<file path="src/verilog/hsf_defs.svh">
// Constants of the harmonic, scale and float configuration bank.
// Included by the package and the bench; holds definitions only.
`ifndef HSF_DEFS_SVH
`define HSF_DEFS_SVH

// ============================================================
// Register indices (byte address is four times the index)
`define HSF_IDX_W 14
`define HSF_IDX_MODE 14'h0CA8
`define HSF_IDX_VFMT 14'h0CA9
`define HSF_IDX_CFMT 14'h0CAA
`define HSF_IDX_INTERVAL 14'h0CAB
`define HSF_IDX_CDOWN 14'h0CAC
`define HSF_IDX_DONE 14'h0CAD
`define HSF_IDX_RFLAG 14'h0CAE
`define HSF_IDX_FEN 14'h0CB0
`define HSF_IDX_HOLD 14'h0CB1
`define HSF_IDX_SCALE0 14'h0CB4
`define HSF_IDX_IA_INT 14'h0CB8
`define HSF_IDX_ORDER 14'h0CB9
`define HSF_IDX_CMD 14'h1F40
`define HSF_IDX_SAVE 14'h1F41
`define HSF_IDX_FLOAT_IA 14'h2DB4

// ============================================================
// Codes, limits and reset values
`define HSF_CMD_ENTER 16'h233C
`define HSF_CMD_EXIT 16'h233D
`define HSF_SAVE_YES 16'h0001
`define HSF_SEL_MAX 16'h0002
`define HSF_INTERVAL_MIN 16'h000A
`define HSF_INTERVAL_MAX 16'h003C
`define HSF_INTERVAL_RST 6'h1E
`define HSF_HOLD_MAX 16'h003C
`define HSF_FLOAT_OFF 32'h0000_8000
`define HSF_INT_MAX 32'sh0000_7FFF
`define HSF_INT_MIN (-32'sh0000_7FFF)
`define HSF_MAX_ORDER 5'h1F
`define HSF_SCALE_GROUPS 4

// ============================================================
// Timing
`define HSF_CLK_HZ 40000000
`define HSF_TICK_PERIOD_S 1
`define HSF_SETUP_TIMEOUT_S 8'd120

`endif

</file>
<file path="src/verilog/hsf_pkg.sv">
// Types of the harmonic, scale and float configuration bank.
// Assumes hsf_defs.svh is on the include path.
`default_nettype none
`include "hsf_defs.svh"

package hsf_pkg;

  // ============================================================
  // Modes and states
  typedef enum logic [1:0] {HSF_HM_OFF, HSF_HM_MAG, HSF_HM_MAG_ANG} hsf_hmode_t;
  typedef enum logic {HSF_SU_IDLE, HSF_SU_OPEN} hsf_su_t;
  typedef enum logic {HSF_HP_IDLE, HSF_HP_BUSY} hsf_hp_t;
  typedef logic [`HSF_SCALE_GROUPS-1:0][3:0] hsf_scale_t;

  // ============================================================
  // Whole state of the bank
  typedef struct packed {
    hsf_su_t su;
    hsf_hp_t hp;
    logic [1:0] mode;
    logic [1:0] vfmt;
    logic [1:0] cfmt;
    logic [5:0] interval;
    logic [5:0] hold;
    logic fen;
    hsf_scale_t scale;
    logic [1:0] st_mode;
    logic [1:0] st_vfmt;
    logic [1:0] st_cfmt;
    logic [5:0] st_interval;
    logic [5:0] st_hold;
    logic st_fen;
    hsf_scale_t st_scale;
    logic [15:0] save;
    logic [5:0] cdown;
    logic done;
    logic rflag;
    logic [5:0] hold_cnt;
    logic freeze;
    logic [31:0] sec_cnt;
    logic [7:0] idle_cnt;
    logic [15:0] ia_int;
    logic [2:0] btn;
    logic start;
    logic [31:0] prdata;
    logic pready;
    logic pslverr;
  } hsf_state_t;

endpackage

`default_nettype wire

</file>
<file path="src/verilog/hsf_bank.sv">
// APB register bank for harmonic control, scale groups and the float set.
// Assumes an APB master on clk_sys_i and a harmonic engine on the same clock.
//
// Behaviour
// Harmonic results cover orders up to the 31st for every metered value.
// Refresh flag reads 0 while results refresh, 1 once all are new.
// Results may stay frozen up to 60 metering update cycles after processing.
// Mode 0 disables, 1 gives magnitudes, 2 magnitudes and angles.
// Mode resets to magnitudes only.
// Voltage format: 0 percent fundamental (default), 1 percent rms, 2 rms.
// Current format: 0 percent fundamental (default), 1 percent rms, 2 rms.
// Refresh interval holds 10 to 60 seconds, default 30.
// Countdown shows seconds, 0 to 60, until the next harmonic update.
// Completion reads 0 while processing, 1 when processing has finished.
// Each metered quantity is a signed 16-bit integer within plus/minus 32767.
// A scale factor is the base-ten exponent of the value multiplier.
// One scale factor applies to every metered value of its group.
// Master multiplies raw values by ten to the scale factor.
// Master should reset min, max and peak demand after scale changes.
// Float duplicate set exists and is disabled after reset.
// Disabled float set returns -32768 from float phase A current.
// Enter setup, enable float, save 1, exit setup activates the set.
// Display keeps integer form even with the float set enabled.
// Setup exit commits only when save register holds 1, else discards.
// Setup idle over two minutes is abandoned, original values restored.
// Only one setup session may be open at a time.
// Out-of-range mode, format and interval writes are ignored.
//
// Our own choice: register access over APB.

`timescale 1ns/10ps
`default_nettype none

module hsf_bank
  import hsf_pkg::*;
#(
  parameter int unsigned SEC_CYCLES = `HSF_CLK_HZ * `HSF_TICK_PERIOD_S
) (
  // Clock and reset
  input wire logic clk_sys_i,
  input wire logic sys_rst_i,
  // APB slave
  input wire logic psel_i,
  input wire logic penable_i,
  input wire logic pwrite_i,
  input wire logic [15:0] paddr_i,
  input wire logic [31:0] pwdata_i,
  output logic [31:0] prdata_o,
  output logic pready_o,
  output logic pslverr_o,
  // Harmonic engine
  input wire logic meter_cycle_i,
  input wire logic harm_done_i,
  output logic harm_start_o,
  output logic harm_freeze_o,
  output logic [1:0] harm_mode_o,
  output logic [1:0] v_fmt_o,
  output logic [1:0] i_fmt_o,
  output logic [4:0] harm_max_order_o,
  // Metering values and scale groups
  input wire logic signed [31:0] meas_ia_i,
  input wire logic [31:0] float_ia_i,
  output logic [15:0] scale_o,
  // Float set, display and setup
  input wire logic button_i,
  output logic float_active_o,
  output logic disp_int_fmt_o,
  output logic setup_open_o
);

  // ============================================================
  // Helpers
  function automatic logic [15:0] clamp16(input logic signed [31:0] v);
    if (v > `HSF_INT_MAX) begin
      clamp16 = 16'(`HSF_INT_MAX);
    end else if (v < `HSF_INT_MIN) begin
      clamp16 = 16'(`HSF_INT_MIN);
    end else begin
      clamp16 = v[15:0];
    end
  endfunction

  function automatic logic is_scale(input logic [`HSF_IDX_W-1:0] idx);
    is_scale = (idx >= `HSF_IDX_SCALE0) &&
      (idx < `HSF_IDX_SCALE0 + `HSF_IDX_W'(`HSF_SCALE_GROUPS));
  endfunction

  hsf_state_t q;
  hsf_state_t d;
  logic [`HSF_IDX_W-1:0] idx;
  logic [15:0] wv;
  logic wr;
  logic tick;
  logic su_open;
  logic [1:0] scl;

  assign idx = paddr_i[15:2];
  assign wv = pwdata_i[15:0];
  assign scl = 2'(idx - `HSF_IDX_SCALE0);
  // Writes land at the edge that sees pready high
  assign wr = psel_i && penable_i && pwrite_i && q.pready;
  assign tick = (q.sec_cnt == 32'(SEC_CYCLES - 1));
  assign su_open = (q.su == HSF_SU_OPEN);

  // ============================================================
  // Next state
  always_comb begin
    d = q;
    d.start = 1'b0;
    d.btn = {q.btn[1:0], button_i};
    d.sec_cnt = tick ? 32'h0000_0000 : q.sec_cnt + 32'h0000_0001;

    // Bus answer: decoded in setup, shown through the access phase
    d.pready = psel_i && !penable_i;
    d.pslverr = 1'b0;
    d.prdata = 32'h0000_0000;
    if (psel_i && !penable_i && !pwrite_i) begin
      unique case (idx)
        `HSF_IDX_MODE: d.prdata[1:0] = su_open ? q.st_mode : q.mode;
        `HSF_IDX_VFMT: d.prdata[1:0] = su_open ? q.st_vfmt : q.vfmt;
        `HSF_IDX_CFMT: d.prdata[1:0] = su_open ? q.st_cfmt : q.cfmt;
        `HSF_IDX_INTERVAL: d.prdata[5:0] = su_open ? q.st_interval : q.interval;
        `HSF_IDX_CDOWN: d.prdata[5:0] = q.cdown;
        `HSF_IDX_DONE: d.prdata[0] = q.done;
        `HSF_IDX_RFLAG: d.prdata[0] = q.rflag;
        `HSF_IDX_FEN: d.prdata[0] = su_open ? q.st_fen : q.fen;
        `HSF_IDX_HOLD: d.prdata[5:0] = su_open ? q.st_hold : q.hold;
        `HSF_IDX_IA_INT: d.prdata[15:0] = q.ia_int;
        `HSF_IDX_ORDER: d.prdata[4:0] = `HSF_MAX_ORDER;
        `HSF_IDX_SAVE: d.prdata[15:0] = q.save;
        `HSF_IDX_CMD: d.prdata = 32'h0000_0000;
        // Sentinel until the set is enabled
        `HSF_IDX_FLOAT_IA: d.prdata = q.fen ? float_ia_i : `HSF_FLOAT_OFF;
        default: begin
          if (is_scale(idx)) begin
            d.prdata[3:0] = su_open ? q.st_scale[scl] : q.scale[scl];
          end else begin
            d.pslverr = 1'b1;
          end
        end
      endcase
    end else if (psel_i && !penable_i && pwrite_i) begin
      d.pslverr = !(is_scale(idx) || idx == `HSF_IDX_MODE ||
        idx == `HSF_IDX_VFMT || idx == `HSF_IDX_CFMT ||
        idx == `HSF_IDX_INTERVAL || idx == `HSF_IDX_CDOWN ||
        idx == `HSF_IDX_DONE || idx == `HSF_IDX_RFLAG ||
        idx == `HSF_IDX_FEN || idx == `HSF_IDX_HOLD ||
        idx == `HSF_IDX_IA_INT || idx == `HSF_IDX_ORDER ||
        idx == `HSF_IDX_CMD || idx == `HSF_IDX_SAVE ||
        idx == `HSF_IDX_FLOAT_IA);
    end

    // Setup session: staged values are loaded on entry and change only while open
    if (su_open && (wr || (q.btn[1] && !q.btn[2]))) begin
      d.idle_cnt = 8'h00;
    end else if (su_open && tick) begin
      d.idle_cnt = q.idle_cnt + 8'h01;
    end
    if (wr) begin
      if (su_open) begin
        if (idx == `HSF_IDX_MODE && wv <= `HSF_SEL_MAX) begin
          d.st_mode = wv[1:0];
        end
        if (idx == `HSF_IDX_VFMT && wv <= `HSF_SEL_MAX) begin
          d.st_vfmt = wv[1:0];
        end
        if (idx == `HSF_IDX_CFMT && wv <= `HSF_SEL_MAX) begin
          d.st_cfmt = wv[1:0];
        end
        if (idx == `HSF_IDX_INTERVAL && wv >= `HSF_INTERVAL_MIN &&
            wv <= `HSF_INTERVAL_MAX) begin
          d.st_interval = wv[5:0];
        end
        if (idx == `HSF_IDX_HOLD && wv <= `HSF_HOLD_MAX) begin
          d.st_hold = wv[5:0];
        end
        if (idx == `HSF_IDX_FEN && wv <= `HSF_SAVE_YES) begin
          d.st_fen = wv[0];
        end
        if (is_scale(idx)) begin
          d.st_scale[scl] = wv[3:0];
        end
      end
      if (idx == `HSF_IDX_SAVE) begin
        d.save = wv;
      end
      if (idx == `HSF_IDX_CMD && wv == `HSF_CMD_ENTER && !su_open) begin
        // A second entry while open is ignored
        d.su = HSF_SU_OPEN;
        d.save = 16'h0000;
        d.idle_cnt = 8'h00;
        d.st_mode = q.mode;
        d.st_vfmt = q.vfmt;
        d.st_cfmt = q.cfmt;
        d.st_interval = q.interval;
        d.st_hold = q.hold;
        d.st_fen = q.fen;
        d.st_scale = q.scale;
      end
      if (idx == `HSF_IDX_CMD && wv == `HSF_CMD_EXIT && su_open) begin
        d.su = HSF_SU_IDLE;
        if (q.save == `HSF_SAVE_YES) begin
          d.mode = q.st_mode;
          d.vfmt = q.st_vfmt;
          d.cfmt = q.st_cfmt;
          d.interval = q.st_interval;
          d.hold = q.st_hold;
          d.fen = q.st_fen;
          d.scale = q.st_scale;
        end
      end
    end else if (su_open && tick && q.idle_cnt == `HSF_SETUP_TIMEOUT_S) begin
      // Committed copies were never touched, so dropping is a restore
      d.su = HSF_SU_IDLE;
    end

    // Harmonic refresh timing
    if (tick) begin
      if (q.cdown == 6'h00) begin
        d.cdown = q.interval;
        if (q.mode != HSF_HM_OFF && q.hp == HSF_HP_IDLE && q.hold_cnt == 6'h00) begin
          d.start = 1'b1;
          d.hp = HSF_HP_BUSY;
          d.done = 1'b0;
          d.rflag = 1'b0;
        end
      end else begin
        d.cdown = q.cdown - 6'h01;
      end
    end
    if (meter_cycle_i) begin
      d.ia_int = clamp16(meas_ia_i);
      if (q.hold_cnt != 6'h00) begin
        d.hold_cnt = q.hold_cnt - 6'h01;
      end
    end
    // Completion set wins over a same-cycle clear
    if (harm_done_i && q.hp == HSF_HP_BUSY) begin
      d.hp = HSF_HP_IDLE;
      d.done = 1'b1;
      d.rflag = 1'b1;
      d.hold_cnt = q.hold;
    end
    // Registered so the freeze output comes from a flop
    d.freeze = (d.hold_cnt != 6'h00);
  end

  // ============================================================
  // State register
  always_ff @(posedge clk_sys_i) begin
    if (sys_rst_i) begin
      q <= '0;
      q.mode <= HSF_HM_MAG;
      q.st_mode <= HSF_HM_MAG;
      q.interval <= `HSF_INTERVAL_RST;
      q.st_interval <= `HSF_INTERVAL_RST;
      q.cdown <= `HSF_INTERVAL_RST;
      q.su <= HSF_SU_IDLE;
      q.hp <= HSF_HP_IDLE;
    end else begin
      q <= d;
    end
  end

  // ============================================================
  // Outputs
  assign prdata_o = q.prdata;
  assign pready_o = q.pready;
  assign pslverr_o = q.pslverr;
  assign harm_start_o = q.start;
  assign harm_freeze_o = q.freeze;
  assign harm_mode_o = q.mode;
  assign v_fmt_o = q.vfmt;
  assign i_fmt_o = q.cfmt;
  assign harm_max_order_o = `HSF_MAX_ORDER;
  assign scale_o = q.scale;
  assign float_active_o = q.fen;
  // Display path never switches to float
  assign disp_int_fmt_o = 1'b1;
  assign setup_open_o = su_open;
endmodule

`default_nettype wire

</file>
<file path="config.mk">
export PLATFORM = sky130hd
export DESIGN_NAME = hsf_bank
export DESIGN_NICKNAME = d
export VERILOG_FILES = /design/src/verilog/hsf_pkg.sv /design/src/verilog/hsf_bank.sv
export VERILOG_INCLUDE_DIRS = /design/src /design/src/verilog
export SDC_FILE = /design/constraint.sdc
export NUM_CORES = 1
export LEC_CHECK = 0
export BUFFER_PORTS_ARGS = -buffer_cell sky130_fd_sc_hd__buf_2
export CORE_MARGIN = 2
export CORE_UTILIZATION = 29
export DETAILED_ROUTE_END_ITERATION = 8
export GPL_ROUTABILITY_DRIVEN = 0
export HOLD_SLACK_MARGIN = 0.12
export PLACE_DENSITY = 0.5
export SYNTH_ARGS = -nofsm -noshare
export SYNTH_HDL_FRONTEND = slang
export SYNTH_SLANG_ARGS = --single-unit
</file>
<file path="constraint.sdc">
create_clock -name clk_sys_i -period 2.9 [get_ports clk_sys_i]
set_input_delay 0.29 -clock clk_sys_i [delete_from_list [all_inputs] [get_ports clk_sys_i]]
set_output_delay 0.29 -clock clk_sys_i [all_outputs]
set_load 0.01 [all_outputs]
</file>
==> flow_summary.yaml <==
floorplanning:
  start_util_pct: 29.32
  dieWidth_um: 187.9
  core_area_um2: 33450
  ios: 186
  die_y_um: 187.9
  rows: 67
  fp.dieArea_um2: 35300
route:
  dr.first_iter.drc_count: 640
  viasPerCell: 5.083
  drc: 0
  wl_per_cell_um: 17.49
  drtAntennaViolNets: 0
  vias: 9023
  first_pass_iters: 5
  wirelength_mm: 31.04
grt:
  grt_usage_pct: 17.52
  grt_pass1_wl_mm: 48.91
  antenna_found_initial: 0
  grt_max_degree: 58
  grt_pass1_vias: 8584
  gr-total-overflow: 0
place:
  dp_hpwl_mm: 22.42
  dp_cells: 1715
  portBuffers: 161
yosys:
  synth_top_family_by_area: "simple AND/OR/NAND/NOR gates"
  synth_mux_area_share_pct: 4.465
  ys_ff_latch: 196
  async_flop_share_pct: 0
  syn-instance-count: 1175
  yosysWarnings: 0
  synth_edf_count: 0
  ys_seq_area_share_pct: 40.01
  synth_compound_area_share_pct: 15.76
  synth_flop_cell: "dfxtp_1"
  avgSynthCellArea_um2: 8.346
  synthSimpleGateAreaFrac_pct: 27.29
  synth_area_um2: 9807
  synthAdderAreaFrac_pct: 0.8931
  synth_xor_area_share_pct: 3.215
  ys_types: 70
critical_path:
  cp.arrival_ns: 2.94
  crit_path_max_incr_delay_ns: 0.54
  critPathRequiredTime_ns: 3.26
  critical_path.top_delay_family: "simple AND/OR/NAND/NOR gates"
  path_buf_inv: 2
  critPathSlowestCell: "dlygate4sd3_1"
  path_cells: "dlygate4sd3_1 > buf_2 > nor3_1 > nand4_1 > nor3_1 > nand4_1 > a31o_2 > a21oi_1"
  path_class: "input pin to flip-flop"
  start_kind: "input pin"
  worstSetupEndpointType: "flip-flop"
  critPathMaxFanout: 5
cells_and_area:
  final_cell_count_no_fill: 1775
  drive_gt1_share_pct: 23.96
  multi_input_area_um2: 5085
  final_util_pct: 35.01
  fillers: 3497
  seq_area_um2: 3924
  area_delta_synth_final_pct: 19.42
  diodes: 0
  mostFrequentLayoutCells: "196 x dfxtp_1, 160 x buf_2, 137 x nand2_1"
  final_nets: 1442
  mostFrequentLayoutCell: "dfxtp_1"
power:
  p_per_area_nw_per_um2: 478.7
  power.leakage_nw: 4.327
  irDropWorstVdd_uv: 402.6
clocking:
  cts_max_path_buffers: 2
  clk_pin_slew_ns: 0.07
  numCtsBuffers: 17
  cts_setup_buffers: 0
  cts.sinks: 196
  clock_latency_ns: 0.44
  clockRootBuffer: "clkbuf_16"
  cts_tree: "yes"
  htreeDepth: 4
  ctsResizeCount: 0
sta:
  fin_crit_sh_pct: 88.99
  rsz0062_at_grt: "no"
  fin_worst_skew_ns: 0.009284
  relSlewSlack_pct: 44.63
  slew_viol_final: 0
  finalCriticalPeriod_ns: 2.581
  setup_viol: 0
  hold_violations: 0
  tns_ns: 0
  fmax_ghz: 0.3875
  worst_pin_slew_ns: 0.8256
status:
  status: "finished, final reports clean"
run:
  maxCapViolations: 0
min_path:
  min_path_type: "input pin to flip-flop"
cells by family (layout without fill, tap and decap cells):
kind of cell	Yosys count	in the layout
xor+xnor	36	36
buf+inv	149	296
mux	30	30
flops	196	196
fa+ha+maj	7	7
simple gates	532	532
compound gates	224	224
other cells	1	6
cell type report:
type / instances / share of cell area [%]
multi-input combinational: 835 / 43.42
sequential: 196 / 33.50
timing repair buffer: 237 / 12.82
tap: 448 / 4.786
clock buffer: 20 / 3.900
inverter: 28 / 0.8974
clock inverter: 11 / 0.6731
synthesized netlist by cell type (all sizes together) (18+ instances only):
cell	number	area share, %
dfxtp	196	40
nand2	142	5.6
nor2	136	5.4
a21oi	101	6.1
buf	72	5.4
clkbuf	49	1.9
nor3	49	2.5
nand3	41	2.1
nand4	29	1.8
inv	27	1.0
nor4	27	2.0
and3	22	1.4
xnor2	21	1.9
o21ai	20	1.0
a211oi	18	1.4
repair_timing:
action / CTS / global route
hold buffers: 29 / 0
endpoints found under the hold margin: 29 / 0
endpoints found under the setup margin: 0 / 0
worst paths after layout:
check / depth (start not counted) / from / end / slack, ns
max reg2reg: 7 / q[77] / q[108] / 0.32
min: 3 / harm_done_i / q[195] / 0.14
max: 8 / pwdata_i[10] / q[155] / 0.32
min reg2reg: 1 / d[36] / d[37] / 0.44
metrics by stage:
step / hold WS (ns) / power [mW] / cell area, um^2 / setup slack, ns
after detailed placement: 0.4243 / 3.414 / 10890 / 0.1477
after global placement: 0.4274 / 3.409 / 10890 / 0.1789
final: 0.1413 / 5.607 / 11710 / 0.3192
after CTS: 0.1213 / 5.682 / 11710 / 0.3113
after floorplan: 0.4138 / 3.186 / 9826 / 0.4548
after global routing: 0.1316 / 5.851 / 11710 / 0.1611
sequential cells by signal, summed over array words and instances (netlist names), 2 cells and up:
name         flops
i_fmt_o          2
d                2
harm_mode_o      2
v_fmt_o          2
prdata_o        32
q              134
scale_o         16
tightest hold or removal path, delay by kind of cell:
family / cells / cell delay [ns]
buf+inv: 1 / 0.09
simple gates: 1 / 0.09
compound gates: 1 / 0.05
report_power, final:
part           switching [mW]  internal, mW
combinational           0.341         0.258
clock                    1.08          1.14
sequential             0.0396          2.75
total                    1.46          4.15
layer usage:
metal	part of all wire, %	track usage [%]	up-vias
li1	-	-	4431
met1	47	23.63	4265
met2	45	28.09	295
met3	6.0	3.519	32
met4	2.1	5.542	0
met5	0	0	-
(Power assumes the default switching activity.)
